`src/scm_map.svh`:
```
// Purpose: Offsets, field positions, reset values and timing counts of the capacitor monitor
// Assumes: 32-bit AXI4-Lite word per register, 16-bit register contents in the low bits
// Notes: Level registers sit at SCM_LVL_BASE + 4 * alarm index
`ifndef SCM_MAP_SVH
`define SCM_MAP_SVH

`define SCM_CLK_HZ 40000000
`define SCM_A_CTL 8'h00
`define SCM_A_PERIOD 8'h04
`define SCM_A_MON 8'h08
`define SCM_A_MON_MSK 8'h0c
`define SCM_A_ALARM 8'h10
`define SCM_A_ALM_MSK 8'h14
`define SCM_A_ALM_CLR 8'h18
`define SCM_A_CAP 8'h1c
`define SCM_A_ESR 8'h20
`define SCM_A_COUNT 8'h24
`define SCM_LVL_BASE 8'h40
`define SCM_LVL_LAST 8'h74
`define SCM_CTL_START 0
`define SCM_CTL_SCALE 1
`define SCM_CTL_AUXBUF 2
`define SCM_MON_CAP_FAIL 0
`define SCM_MON_ESR_FAIL 1
`define SCM_MON_CAP_DONE 2
`define SCM_MON_ESR_DONE 3
`define SCM_MON_ACTIVE 4
`define SCM_RST_CTL 16'h0000
`define SCM_RST_MASK 16'h0000
`define SCM_NUM_ALARMS 14
`define SCM_OVER_DIR 14'h26aa
`define SCM_REPEAT_STEP_S 10
`define SCM_CAP_TICK_NS 1000
`define SCM_SCALE_RATIO 100
`define SCM_ESR_HALF_US 100
`define SCM_ESR_TOGGLES 8
`define SCM_ESR_LSB_DIV 64
`define SCM_ESR_FAIL_MULT 1024
`define SCM_STEP_MV 200

`endif

```
`src/scm_pkg.sv`:
```
// Purpose: Types shared by the capacitor monitor
// Assumes: Nothing beyond the map header
// Notes: State of the monitor sequencer
package scm_pkg;
  typedef enum logic [1:0] {
    SCM_IDLE,
    SCM_CAP_DISCH,
    SCM_ESR_PULSE,
    SCM_ESR_WAIT
  } scm_state_e;
endpackage

```
`src/scm_monitor.sv`:
```
// Purpose: Capacitance/ESR test sequencer, limit alarms and alert logic with AXI4-Lite registers
// Assumes: ADC results arrive on the same clock; analog pins pass a three-stage synchroniser
// Notes: SMBus engine sits outside; it pulses ara_ack once it has answered the alert address
// Contract
// - Test discharges the stack by only a small fixed step while online.
// - Power failure during a test aborts it; the device enters backup.
// - Capacitance test waits for charge done, disables charger, times fixed discharge.
// - Scale bit 0 selects coarse capacitance scale, 1 a hundredfold finer one.
// - ESR test follows at once, toggling the controller and measuring changes.
// - ESR result counts sense resistance divided by sixty-four.
// - Host sets start bit; device clears it when the measurement begins.
// - Non-zero repeat period reruns the measurement, ten seconds per count.
// - Failed capacitance or ESR test sets its failed monitor flag.
// - Capacitance fails on power loss or charge-good trip; ESR then fails too.
// - ESR above 1024 times sense resistance reports a failure.
// - ESR test current adapts to the previously measured ESR.
// - Monitor sets and clears flags; masked rising edges pull the alert low.
// - All limit checks are disabled after reset.
// - Enabled limit excursion sets its alarm and pulls the alert low.
// - Limits are checked only at each ADC conversion of a channel.
// - Alert released after alert-address answer, reasserted only on a new event.
// - Alarms latch until cleared by clear-register one or mask zero.
// - Voltages have under and over levels; cells share one pair; currents one each.
// - Die temperature has hot and cold levels, enabled in the alarm mask.
// - Control bit enables aux input buffer; aux has own levels and enables.
// - Two strap pins give capacitor count minus one in a read-only register.
// - Registers are sixteen bits wide, one per command code.
// - Only the device that answered the alert address releases its alert.
//
// The implementer's own choices: the placing of the registers and register access over AXI4-Lite.
`include "scm_map.svh"
`timescale 1ns/1ps
`default_nettype none

module scm_monitor #(
  parameter int unsigned REPEAT_STEP_CYC = `SCM_REPEAT_STEP_S * `SCM_CLK_HZ,
  parameter int unsigned CAP_TICK_CYC = (`SCM_CAP_TICK_NS * (`SCM_CLK_HZ / 1000000) + 999) / 1000,
  parameter int unsigned ESR_HALF_CYC = `SCM_ESR_HALF_US * (`SCM_CLK_HZ / 1000000)
) (
  input wire logic clk_sys,
  input wire logic srst,
  input wire logic [7:0] s_axil_awaddr,
  input wire logic s_axil_awvalid,
  output logic s_axil_awready,
  input wire logic [31:0] s_axil_wdata,
  input wire logic [3:0] s_axil_wstrb,
  input wire logic s_axil_wvalid,
  output logic s_axil_wready,
  output logic [1:0] s_axil_bresp,
  output logic s_axil_bvalid,
  input wire logic s_axil_bready,
  input wire logic [7:0] s_axil_araddr,
  input wire logic s_axil_arvalid,
  output logic s_axil_arready,
  output logic [31:0] s_axil_rdata,
  output logic [1:0] s_axil_rresp,
  output logic s_axil_rvalid,
  input wire logic s_axil_rready,
  input wire logic power_fail,
  input wire logic charge_good_output,
  input wire logic charge_complete,
  input wire logic step_reached,
  input wire logic cell_count_sel_lo,
  input wire logic cell_count_sel_hi,
  input wire logic adc_valid,
  input wire logic [3:0] adc_channel,
  input wire logic [15:0] adc_data,
  input wire logic esr_valid,
  input wire logic [16:0] esr_value,
  input wire logic ara_ack,
  output logic backup_mode,
  output logic charger_disable,
  output logic discharge_en,
  output logic esr_switch,
  output logic [1:0] esr_current_sel,
  output logic aux_buffer_en,
  output logic alert_o,
  output logic alert_oe
);
  import scm_pkg::*;

  localparam int NA = `SCM_NUM_ALARMS;
  localparam logic [NA-1:0] OVER_DIR = `SCM_OVER_DIR;
  localparam logic [16:0] ESR_LIMIT = 17'(`SCM_ESR_FAIL_MULT * `SCM_ESR_LSB_DIV);
  localparam logic [31:0] TICK_FINE = 32'(CAP_TICK_CYC);
  localparam logic [31:0] TICK_COARSE = 32'(CAP_TICK_CYC * `SCM_SCALE_RATIO);

  if (REPEAT_STEP_CYC < 1 || CAP_TICK_CYC < 1 || ESR_HALF_CYC < 1) begin : g_bad_param
    $error("scm_monitor: timing parameters must be at least one cycle");
  end

  // Input sync order: power_fail, charge good, charge complete, step, strap lo, strap hi
  typedef struct packed {
    logic [5:0] sync1;
    logic [5:0] sync2;
    logic [5:0] sync3;
    logic [5:0] pin;
    scm_state_e state;
    logic [15:0] ctl;
    logic [15:0] period;
    logic [4:0] mon;
    logic [4:0] mon_msk;
    logic [NA-1:0] alarm;
    logic [NA-1:0] alm_msk;
    logic [NA-1:0][15:0] lvl;
    logic [15:0] meas_cap;
    logic [15:0] meas_esr;
    logic [31:0] tick_cnt;
    logic [16:0] cap_cnt;
    logic [4:0] toggles;
    logic sw;
    logic [31:0] step_cnt;
    logic [15:0] rep_cnt;
    logic rep_due;
    logic alert;
    logic aw_got;
    logic w_got;
    logic [7:0] waddr;
    logic [31:0] wdata;
    logic [3:0] wstrb;
    logic bvalid;
    logic [1:0] bresp;
    logic rvalid;
    logic [31:0] rdata;
    logic [1:0] rresp;
  } scm_regs_s;

  scm_regs_s r;
  scm_regs_s next_r;

  logic pf;
  logic cgood;
  logic chg_done;
  logic step_hit;

  assign pf = r.pin[0];
  assign cgood = r.pin[1];
  assign chg_done = r.pin[2];
  assign step_hit = r.pin[3];

  function automatic logic chan_match(input int i, input logic [3:0] ch);
    logic hit;
    hit = 1'b0;
    if (i < 2) begin
      hit = (ch < 4'h4);
    end else if (i < 10) begin
      hit = (ch == 4'(i / 2 + 3));
    end else if (i == 10) begin
      hit = (ch == 4'h8);
    end else if (i == 11) begin
      hit = (ch == 4'h9);
    end else begin
      hit = (ch == 4'ha);
    end
    return hit;
  endfunction

  function automatic logic [15:0] lane16(input logic [15:0] old, input logic [31:0] d, input logic [3:0] be);
    logic [15:0] v;
    v = old;
    if (be[0]) begin
      v[7:0] = d[7:0];
    end
    if (be[1]) begin
      v[15:8] = d[15:8];
    end
    return v;
  endfunction

  assign s_axil_awready = !r.aw_got && !r.bvalid;
  assign s_axil_wready = !r.w_got && !r.bvalid;
  assign s_axil_arready = !r.rvalid;
  assign s_axil_bvalid = r.bvalid;
  assign s_axil_bresp = r.bresp;
  assign s_axil_rvalid = r.rvalid;
  assign s_axil_rdata = r.rdata;
  assign s_axil_rresp = r.rresp;
  assign backup_mode = pf;
  assign charger_disable = (r.state != SCM_IDLE) && (r.state != SCM_ESR_PULSE);
  assign discharge_en = (r.state == SCM_CAP_DISCH);
  assign esr_switch = r.sw;
  assign aux_buffer_en = r.ctl[`SCM_CTL_AUXBUF];
  assign alert_o = 1'b0;
  assign alert_oe = r.alert;

  always_comb begin
    logic [NA-1:0] alm_set;
    logic [NA-1:0] alm_clr;
    logic [4:0] mon_old;
    logic start_req;
    logic wr_do;
    logic [7:0] ra;
    logic [31:0] tick_len;
    int li;
    alm_set = '0;
    alm_clr = '0;
    start_req = 1'b0;
    wr_do = 1'b0;
    ra = s_axil_araddr;
    li = 0;
    next_r = r;
    mon_old = r.mon;
    tick_len = r.ctl[`SCM_CTL_SCALE] ? TICK_FINE : TICK_COARSE;

    // Three-stage synchronisers; a change counts once stages two and three agree
    next_r.sync1 = {cell_count_sel_hi, cell_count_sel_lo, step_reached, charge_complete,
                    charge_good_output, power_fail};
    next_r.sync2 = r.sync1;
    next_r.sync3 = r.sync2;
    for (int b = 0; b < 6; b++) begin
      if (r.sync2[b] == r.sync3[b]) begin
        next_r.pin[b] = r.sync3[b];
      end
    end

    // Register write channel
    if (s_axil_awvalid && s_axil_awready) begin
      next_r.aw_got = 1'b1;
      next_r.waddr = s_axil_awaddr;
    end
    if (s_axil_wvalid && s_axil_wready) begin
      next_r.w_got = 1'b1;
      next_r.wdata = s_axil_wdata;
      next_r.wstrb = s_axil_wstrb;
    end
    if (r.aw_got && r.w_got) begin
      wr_do = 1'b1;
      next_r.aw_got = 1'b0;
      next_r.w_got = 1'b0;
      next_r.bvalid = 1'b1;
      next_r.bresp = 2'b00;
      if (r.waddr == `SCM_A_CTL) begin
        next_r.ctl = lane16(r.ctl, r.wdata, r.wstrb);
      end else if (r.waddr == `SCM_A_PERIOD) begin
        next_r.period = lane16(r.period, r.wdata, r.wstrb);
      end else if (r.waddr == `SCM_A_MON_MSK) begin
        next_r.mon_msk = r.wdata[4:0];
      end else if (r.waddr == `SCM_A_ALM_MSK) begin
        next_r.alm_msk = r.wdata[NA-1:0];
        alm_clr = ~r.wdata[NA-1:0];
      end else if (r.waddr == `SCM_A_ALM_CLR) begin
        alm_clr = r.wdata[NA-1:0];
      end else if (r.waddr >= `SCM_LVL_BASE && r.waddr <= `SCM_LVL_LAST && r.waddr[1:0] == 2'b00) begin
        li = int'((r.waddr - `SCM_LVL_BASE) >> 2);
        next_r.lvl[li] = lane16(r.lvl[li], r.wdata, r.wstrb);
      end else if (r.waddr == `SCM_A_MON || r.waddr == `SCM_A_ALARM || r.waddr == `SCM_A_CAP ||
                   r.waddr == `SCM_A_ESR || r.waddr == `SCM_A_COUNT) begin
        next_r.bresp = 2'b00;
      end else begin
        next_r.bresp = 2'b10;
      end
    end
    if (r.bvalid && s_axil_bready) begin
      next_r.bvalid = 1'b0;
    end

    // Register read channel, 16-bit contents in the low half
    if (r.rvalid && s_axil_rready) begin
      next_r.rvalid = 1'b0;
    end
    if (s_axil_arvalid && !r.rvalid) begin
      next_r.rvalid = 1'b1;
      next_r.rresp = 2'b00;
      next_r.rdata = 32'h0000_0000;
      if (ra == `SCM_A_CTL) begin
        next_r.rdata[15:0] = r.ctl;
      end else if (ra == `SCM_A_PERIOD) begin
        next_r.rdata[15:0] = r.period;
      end else if (ra == `SCM_A_MON) begin
        next_r.rdata[4:0] = r.mon;
      end else if (ra == `SCM_A_MON_MSK) begin
        next_r.rdata[4:0] = r.mon_msk;
      end else if (ra == `SCM_A_ALARM) begin
        next_r.rdata[NA-1:0] = r.alarm;
      end else if (ra == `SCM_A_ALM_MSK) begin
        next_r.rdata[NA-1:0] = r.alm_msk;
      end else if (ra == `SCM_A_ALM_CLR) begin
        next_r.rdata = 32'h0000_0000;
      end else if (ra == `SCM_A_CAP) begin
        next_r.rdata[15:0] = r.meas_cap;
      end else if (ra == `SCM_A_ESR) begin
        next_r.rdata[15:0] = r.meas_esr;
      end else if (ra == `SCM_A_COUNT) begin
        next_r.rdata[1:0] = {r.pin[5], r.pin[4]};
      end else if (ra >= `SCM_LVL_BASE && ra <= `SCM_LVL_LAST && ra[1:0] == 2'b00) begin
        next_r.rdata[15:0] = r.lvl[int'((ra - `SCM_LVL_BASE) >> 2)];
      end else begin
        next_r.rresp = 2'b10;
      end
    end

    // Repeat scheduling: one step every REPEAT_STEP_CYC cycles
    if (r.period != 16'h0000 && !r.rep_due) begin
      if (r.step_cnt >= REPEAT_STEP_CYC - 1) begin
        next_r.step_cnt = 32'h0000_0000;
        if (r.rep_cnt + 16'h0001 >= r.period) begin
          next_r.rep_due = 1'b1;
          next_r.rep_cnt = 16'h0000;
        end else begin
          next_r.rep_cnt = r.rep_cnt + 16'h0001;
        end
      end else begin
        next_r.step_cnt = r.step_cnt + 32'h0000_0001;
      end
    end else if (r.period == 16'h0000) begin
      next_r.rep_due = 1'b0;
      next_r.step_cnt = 32'h0000_0000;
      next_r.rep_cnt = 16'h0000;
    end
    start_req = next_r.ctl[`SCM_CTL_START] || r.rep_due;

    // Measurement sequencer
    case (r.state)
      SCM_IDLE: begin
        next_r.sw = 1'b0;
        if (start_req && chg_done && !pf) begin
          next_r.ctl[`SCM_CTL_START] = 1'b0;
          next_r.rep_due = 1'b0;
          next_r.step_cnt = 32'h0000_0000;
          next_r.rep_cnt = 16'h0000;
          next_r.mon = 5'b1_0000;
          next_r.tick_cnt = 32'h0000_0000;
          next_r.cap_cnt = 17'h0_0000;
          next_r.state = SCM_CAP_DISCH;
        end
      end
      SCM_CAP_DISCH: begin
        if (pf || !cgood || r.cap_cnt[16]) begin
          next_r.mon = 5'b0_0011;
          next_r.state = SCM_IDLE;
        end else if (step_hit) begin
          next_r.meas_cap = r.cap_cnt[15:0];
          next_r.mon[`SCM_MON_CAP_DONE] = 1'b1;
          next_r.tick_cnt = 32'h0000_0000;
          next_r.toggles = 5'h00;
          next_r.sw = 1'b1;
          next_r.state = SCM_ESR_PULSE;
        end else if (r.tick_cnt >= tick_len - 32'h0000_0001) begin
          next_r.tick_cnt = 32'h0000_0000;
          next_r.cap_cnt = r.cap_cnt + 17'h0_0001;
        end else begin
          next_r.tick_cnt = r.tick_cnt + 32'h0000_0001;
        end
      end
      SCM_ESR_PULSE: begin
        if (pf) begin
          next_r.sw = 1'b0;
          next_r.mon[`SCM_MON_ESR_FAIL] = 1'b1;
          next_r.mon[`SCM_MON_ACTIVE] = 1'b0;
          next_r.state = SCM_IDLE;
        end else if (r.tick_cnt >= ESR_HALF_CYC - 1) begin
          next_r.tick_cnt = 32'h0000_0000;
          next_r.sw = !r.sw;
          next_r.toggles = r.toggles + 5'h01;
          if (r.toggles == 5'(2 * `SCM_ESR_TOGGLES - 1)) begin
            next_r.sw = 1'b0;
            next_r.state = SCM_ESR_WAIT;
          end
        end else begin
          next_r.tick_cnt = r.tick_cnt + 32'h0000_0001;
        end
      end
      SCM_ESR_WAIT: begin
        if (pf) begin
          next_r.mon[`SCM_MON_ESR_FAIL] = 1'b1;
          next_r.mon[`SCM_MON_ACTIVE] = 1'b0;
          next_r.state = SCM_IDLE;
        end else if (esr_valid) begin
          if (esr_value > ESR_LIMIT) begin
            next_r.mon[`SCM_MON_ESR_FAIL] = 1'b1;
          end else begin
            next_r.meas_esr = esr_value[15:0];
            next_r.mon[`SCM_MON_ESR_DONE] = 1'b1;
          end
          next_r.mon[`SCM_MON_ACTIVE] = 1'b0;
          next_r.state = SCM_IDLE;
        end
      end
      default: begin
        next_r.state = SCM_IDLE;
      end
    endcase

    // Limit checks at each conversion of a channel
    if (adc_valid) begin
      for (int i = 0; i < NA; i++) begin
        if (r.alm_msk[i] && chan_match(i, adc_channel)) begin
          if (OVER_DIR[i] ? ($signed(adc_data) > $signed(r.lvl[i]))
                          : ($signed(adc_data) < $signed(r.lvl[i]))) begin
            alm_set[i] = 1'b1;
          end
        end
      end
    end
    // A new excursion wins over an alarm-clear write in the same cycle, but not over a mask-zero clear
    next_r.alarm = (r.alarm & ~alm_clr) | (alm_set & next_r.alm_msk);

    // Alert: new alarm or masked monitor rising edge; released after alert-address answer
    if ((|(alm_set & next_r.alm_msk & ~r.alarm)) || (|(next_r.mon & ~mon_old & r.mon_msk))) begin
      next_r.alert = 1'b1;
    end else if (ara_ack) begin
      next_r.alert = 1'b0;
    end
  end

  // Lower measured ESR allows a larger test current
  always_comb begin
    esr_current_sel = 2'(3 - int'(r.meas_esr[15:14]));
  end

  always_ff @(posedge clk_sys) begin
    if (srst) begin
      r <= '0;
      r.state <= SCM_IDLE;
      r.ctl <= `SCM_RST_CTL;
      r.alm_msk <= NA'(`SCM_RST_MASK);
      r.mon_msk <= 5'h00;
    end else begin
      r <= next_r;
    end
  end
endmodule

`default_nettype wire

```
`config.mk`:
```
export PLATFORM = sky130hd
export DESIGN_NAME = scm_monitor
export DESIGN_NICKNAME = d
export VERILOG_FILES = /design/src/scm_pkg.sv /design/src/scm_monitor.sv
export VERILOG_INCLUDE_DIRS = /design/src /design/src/src
export SDC_FILE = /design/constraint.sdc
export NUM_CORES = 2
export LEC_CHECK = 0
export BUFFER_PORTS_ARGS = -buffer_cell sky130_fd_sc_hd__buf_2
export CAP_MARGIN = 25
export CORE_AREA = 2 2 218 241
export CTS_CLUSTER_DIAMETER = 40
export DETAILED_ROUTE_END_ITERATION = 7
export DIE_AREA = 0 0 220 243
export PLACE_DENSITY = 0.78
export SYNTH_ARGS = -nofsm -noshare
export SYNTH_HDL_FRONTEND = slang
export SYNTH_SLANG_ARGS = --single-unit
```
`constraint.sdc`:
```
create_clock -name clk_sys -period 4.6 [get_ports clk_sys]
set_input_delay 0.46 -clock clk_sys [delete_from_list [all_inputs] [get_ports clk_sys]]
set_output_delay 0.46 -clock clk_sys [all_outputs]
set_load 0.1 [all_outputs]
```
## Yosys cells after proc, flatten, opt, wreduce, memory -nomap -nowiden

Index checks and enable logic that the tools add are counted.

| word-level totals | value |
|---|---|
| flip-flop bits (word level) | 523 |
| bits of input ports | 105 |
| output and inout bits | 50 |
| word-level logic and storage cells | 418 |

| operators by class | value |
|---|---|
| add/sub/neg operators | 9 |
| $lt $le $gt $ge | 27 |
| eq/ne operators | 47 |
| multiplexer cells | 187 |
| bitwise operators | 18 |
| reduce and logical (&&, ||, !) cells | 77 |

Operators with widths:

| operator | count |
|---|---|
| two-way mux 238 bit | 4 |
| two-way mux 224 bit | 3 |
| two-way mux 16 bit | 24 |
| two-way mux 49 bit | 5 |
| bitwise mux 224 bit | 1 |
| two-way mux 32 bit | 5 |
| two-way mux 14 bit | 11 |
| two-way mux 8 bit | 18 |
| binary-select mux 16 bit (select 4 bit) | 2 |
| greater-than comparator 16 bit | 7 |
| < comparator 16 bit | 7 |
| case mux 32 bit (3 select lines) | 1 |
| two-way mux 17 bit | 4 |
| adder 32 x 1 -> 32 bit (second input constant) | 2 |
| demux 16 bit (select 4 bit) | 1 |
| equality test 8 x 5 -> 1 bit (second input constant) | 8 |
| two-way mux 2 bit | 32 |
| < comparator 30 x 5 -> 1 bit (second input constant) | 2 |
| two-way mux 1 bit | 56 |
| two-way mux 55 bit | 1 |
| bitwise AND 14 bit | 3 |
| inverter 14 bit | 3 |
| two-way mux 35 bit | 1 |
| case mux 17 bit (2 select lines) | 1 |
| other kinds (57) | 163 |

## Logic depth before layout (Yosys ltp)

| depth | value |
|---|---|
| depth after elaboration | 26 |
| mapped depth | 17 |
| mapped depth without buffers | 15 |

## Worst setup path after synthesis

OpenSTA, ideal clock, no wires.

| path | value |
|---|---|
| path kind | reg2reg |
| start | register r[86] (netlist name) |
| end | register r[98] (netlist name) |
| library setup time | 74 ps |
| data arrival time | 3327 ps |
| data required time | 4526 ps |
| slack | 1199 ps |
| stages on the path, launching flop included | 18 |
| buffers on the path | 2 |
| clock period less this slack | 3401 ps |
| cells stage by stage | dfxtp_1 -> ha_1 -> and3_1 -> and3_1 -> and3_1 -> clkbuf_1 -> and3_1 -> nand3_1 -> xnor2_1 -> ha_1 -> a21o_1 -> a21oi_1 -> nand2_1 -> o21a_1 -> nor2_1 -> clkbuf_1 -> nand3_1 -> a31oi_1 |

| on the way | value |
|---|---|
| longest elaborated chain between the ends | 7 |

RTL lines:

| item | RTL line | source |
|---|---|---|
| start, declared | scm_monitor.sv:128 | `scm_regs_s r;` |
| start signal, assigned | scm_monitor.sv:419 | `r <= next_r;` |
| adder 16 x 1 -> 16 bit * | scm_monitor.sv:296, scm_monitor.sv:300 |  |
| greater-or-equal comparator 16 bit | scm_monitor.sv:296 | `if (r.rep_cnt + 16'h0001 >= r.period) begin` |
| two-way mux 16 bit * | scm_monitor.sv:296 |  |
| two-way mux 17 bit * | scm_monitor.sv:294 | `if (r.step_cnt >= REPEAT_STEP_CYC - 1) begin` |
| two-way mux 49 bit * | scm_monitor.sv:293 | `if (r.period != 16'h0000 && !r.rep_due) begin` |
| two-way mux 49 bit | scm_monitor.sv:316 | `if (start_req && chg_done && !pf) begin` |
| two-way mux 49 bit * | scm_monitor.sv:313 | `case (r.state)` |

Mark *: on every way between the ends. The rest lies on a longest branch, timed or not.
A chain may end at the register's enable or synchronous reset.

## Final worst setup path

| path | value |
|---|---|
| start | register r[86] (netlist name) |
| end | register r[86] (netlist name) |

| on the way | value |
|---|---|
| longest elaborated chain between the ends | 7 |
| elaborated cells on any way between the ends | 8 |
| those cells by class | 1 x add/sub; 1 x order compare; 6 x mux |

RTL lines:

| item | RTL line |
|---|---|
| adder 16 x 1 -> 16 bit | scm_monitor.sv:296, scm_monitor.sv:300 |
| greater-or-equal comparator 16 bit | scm_monitor.sv:296 |
| two-way mux 16 bit | scm_monitor.sv:296 |
| two-way mux 17 bit | scm_monitor.sv:294 |
| two-way mux 49 bit * | scm_monitor.sv:293 |
| two-way mux 49 bit | scm_monitor.sv:316 |
| two-way mux 49 bit * | scm_monitor.sv:313 |

Marks and branches as above.

==> impl_metrics.yaml <==
route:
  totalWireLength_um: 94500
  route.detailed.drc: 0
  first_pass_iters: 5
  wl_met2_um: 42000
  vias: 27800
  ant_nets: 0
  drt-met1-wl_um: 36700
  wl_met3_um: 10000
  topRoutingLayerUsed: "met5"
  drt-vias-per-instance: 6.41
  drtIter0Drc: 2959
  wl_per_cell_um: 21.8
final_layout:
  final_util_pct: 66.8
  final_common_cell: "dfxtp_1"
  layout_common_cells: "dfxtp_1 (502), nor2_1 (501), inv_1 (289), nand2_1 (272), ha_1 (251)"
  fin_area_sq_um: 34000
  layout-drive-gt1-share_pct: 12.8
  area_growth_pct: 12.2
  num-nets-final: 3964
  final-instance-count-excl-fill: 4345
power:
  power_mw: 11.6
  power_leakage_nw: 12.1
  vdd_ir_drop_max_mv: 0.340
  power.density_nw_per_um2: 340
clock_tree:
  cts_resized: 0
  cts-root-buf: "clkbuf_16"
  cts.sinks: 505
  htree_levels: 3
  hold_buffers: 0
  postCtsSetupBuffers: 0
  path_clk_slew_ns: 0.06
  cts_buffer_depth: 3
  cts_tree: "built"
  cts_buffers: 77
  clkLatencyLatePin_ns: 0.63
floorplan:
  die_y_um: 243
  num_rows: 87
  initial_utilization_pct: 59.5
  coreArea_sq_um: 50900
  die_w_um: 220
  ios: 155
  die_area_sq_um: 53500
synth:
  syn_area_sq_um: 30300
  synth_top_family_by_area: "compound AO/OA/AOI/OAI gates"
  syn_inst: 3587
  syn_area_per_cell_sq_um: 8.45
  synth-xor-area-share_pct: 1.18
  synth_seq_area_share_pct: 33.3
  synth-seq-cells: 505
  ys_warn_count: 0
  synthAdderAreaFrac_pct: 10.4
  yosys_most_used_dff: "dfxtp_1"
  muxShareOfSynthArea_pct: 11.3
  synth_cell_types: 79
  synth-compound-area-share_pct: 18.4
  synth_edf_count: 0
  ys_async_sr_fraction_pct: 0
  yosys.area_share.simple_pct: 18.0
critical_path:
  regToRegStartpoint: "r[86]$_SDFF_PP0_"
  cp_max_fo: 24
  cp.required_ns: 5.11
  ff2ff_setup_slack_ns: 0.88
  crit_arrival_ns: 4.23
  timing.critical_path.from: "r[86]$_SDFF_PP0_"
  cp-endpoint: "r[86]$_SDFF_PP0_"
  startpoint_type: "flop"
  end_kind: "flop"
  r2r_cells: 16
  path_class: "reg2reg"
  r2r_end: "r[86]$_SDFF_PP0_"
timing:
  period_needed_ns: 3.72
  hold_viol: 0
  setup_ws_ns: 0.881
  hold_ws_ns: 0.0147
  rsz0062_at_grt: "no"
  worst_slew_pin_slew_ns: 1.03
  drv_slew: 0
  fmax_mhz: 269
  skew_ns: 0.0242
  slew_headroom_pct: 31.4
  finalCritPeriodShare_pct: 80.8
  setup_violations: 0
  tns_ns: 0
place:
  place_hpwl_um: 66500
  dp.cells: 4196
  pre_cts_ws_ns: 1.08
  dpl_cell_area_sq_um: 31300
  gp_congestion: 1.00
  portBuffers: 117
status:
  status: "finished, final reports clean"
global_routing:
  grt_pass1_vias: 26000
  antenna_found_initial: 5
  grtUsageTotal_pct: 34.8
  grt_start_max_net_pins: 165
  grt_first_pass_wirelength_um: 145000
  overflow: 0
min_path:
  hold_path.class: "in2reg"
run:
  drv_cap: 0
## Yosys cell counts (10+ instances only)
| cell | number | area [sq um] |
|---|---|---|
| a21o_1 | 32 | 240 |
| a22oi_1 | 24 | 180 |
| or3_1 | 12 | 75.1 |
| ha_1 | 251 | 3140 |
| xnor2_1 | 28 | 245 |
| o21ai_0 | 116 | 581 |
| and2_1 | 10 | 62.6 |
| nor2_1 | 508 | 1910 |
| a31oi_1 | 37 | 231 |
| o211ai_1 | 17 | 128 |
| a2111oi_0 | 13 | 114 |
| nand2_1 | 272 | 1020 |
| inv_1 | 289 | 1080 |
| a221oi_1 | 23 | 201 |
| o21a_1 | 15 | 113 |
| buf_2 | 23 | 115 |
| a311oi_1 | 17 | 149 |
| xor2_1 | 13 | 114 |
| mux2i_1 | 108 | 1080 |
| mux4_2 | 102 | 2300 |
| nor2b_1 | 37 | 231 |
| nand2b_1 | 26 | 163 |
| and3_1 | 41 | 257 |
| a21oi_1 | 219 | 1100 |
| nand4_1 | 52 | 325 |
| or4_1 | 10 | 75.1 |
| nor4_1 | 31 | 194 |
| o22ai_1 | 30 | 188 |
| nand3_1 | 54 | 270 |
| a211oi_1 | 246 | 1850 |
| nor3b_1 | 17 | 128 |
| nor3_1 | 52 | 260 |
| buf_1 | 13 | 48.8 |
| buf_4 | 37 | 278 |
| dfxtp_1 | 505 | 10100 |
| clkbuf_1 | 189 | 709 |
## where the power goes
group	total, mW	leakage [nW]	internal, mW	switching [mW]
logic	0.976	6.69	0.281	0.695
registers	4.47	4.08	4.41	0.0562
clock network	6.12	1.31	3.82	2.30
total	11.6	12.1	8.51	3.06
## worst max-delay path, stage by stage, from the launching register on
cell and delay, ns:
dfxtp_1 0.43, ha_1 0.29, and3_1 0.20, and3_1 0.25, and3_1 0.28, and3_1 0.22
nand3_1 0.11, xnor2_1 0.22, ha_1 0.28, a21o_1 0.16, a21oi_1 0.17, nand2_1 0.07
o21a_1 0.19, nor2_1 0.11, buf_4 0.26, nor2_1 0.07, a311oi_1 0.30
## worst min path at each step
stage                            from                    endpoint  slack (ns)  cells past startpoint
2_1_floorplan  next_r[529]$_SDFF_PP0_      next_r[523]$_SDFF_PP0_        0.41                      1
3_3_place_gp   next_r[533]$_SDFF_PP0_      next_r[527]$_SDFF_PP0_        0.42                      1
3_5_place_dp   next_r[533]$_SDFF_PP0_      next_r[527]$_SDFF_PP0_        0.43                      1
4_1_cts                 s_axil_rready  s_axil_rvalid$_SDFFE_PP0P_       0.003                      2
5_1_grt                 s_axil_rready  s_axil_rvalid$_SDFFE_PP0P_        0.02                      2
6_report                s_axil_rready  s_axil_rvalid$_SDFFE_PP0P_        0.01                      2
## metal layers
| metal | track usage (%) | up-vias |
|---|---|---|
| met3 | 7.32 | 333 |
| met2 | 54.2 | 1429 |
| met4 | 19.9 | 2 |
| li1 | - | 12900 |
| met1 | 44.6 | 13100 |
| met5 | 0 | - |
## cell type report
cell class / instances / area, sq um
flip-flops and latches: 505 / 10100
well taps: 667 / 835
fillers: 4093 / 16900
clock buffers: 93 / 2090
clock inverters: 48 / 611
repair buffers: 187 / 1150
multi-input cells: 2548 / 18100
diodes: 8 / 20.0
inverters: 289 / 1080
## logic make-up (layout without fill, tap and decap cells)
family,Yosys count,count (layout)
buffers and inverters,552,617
and+or+nand+nor,1175,1175
adders and majority gates,252,252
AOI/OAI and AO/OA,846,846
muxes,215,215
DFF,505,505
xor gates and xnor gates,41,41
other,1,27
(Power assumes the default switching activity.)
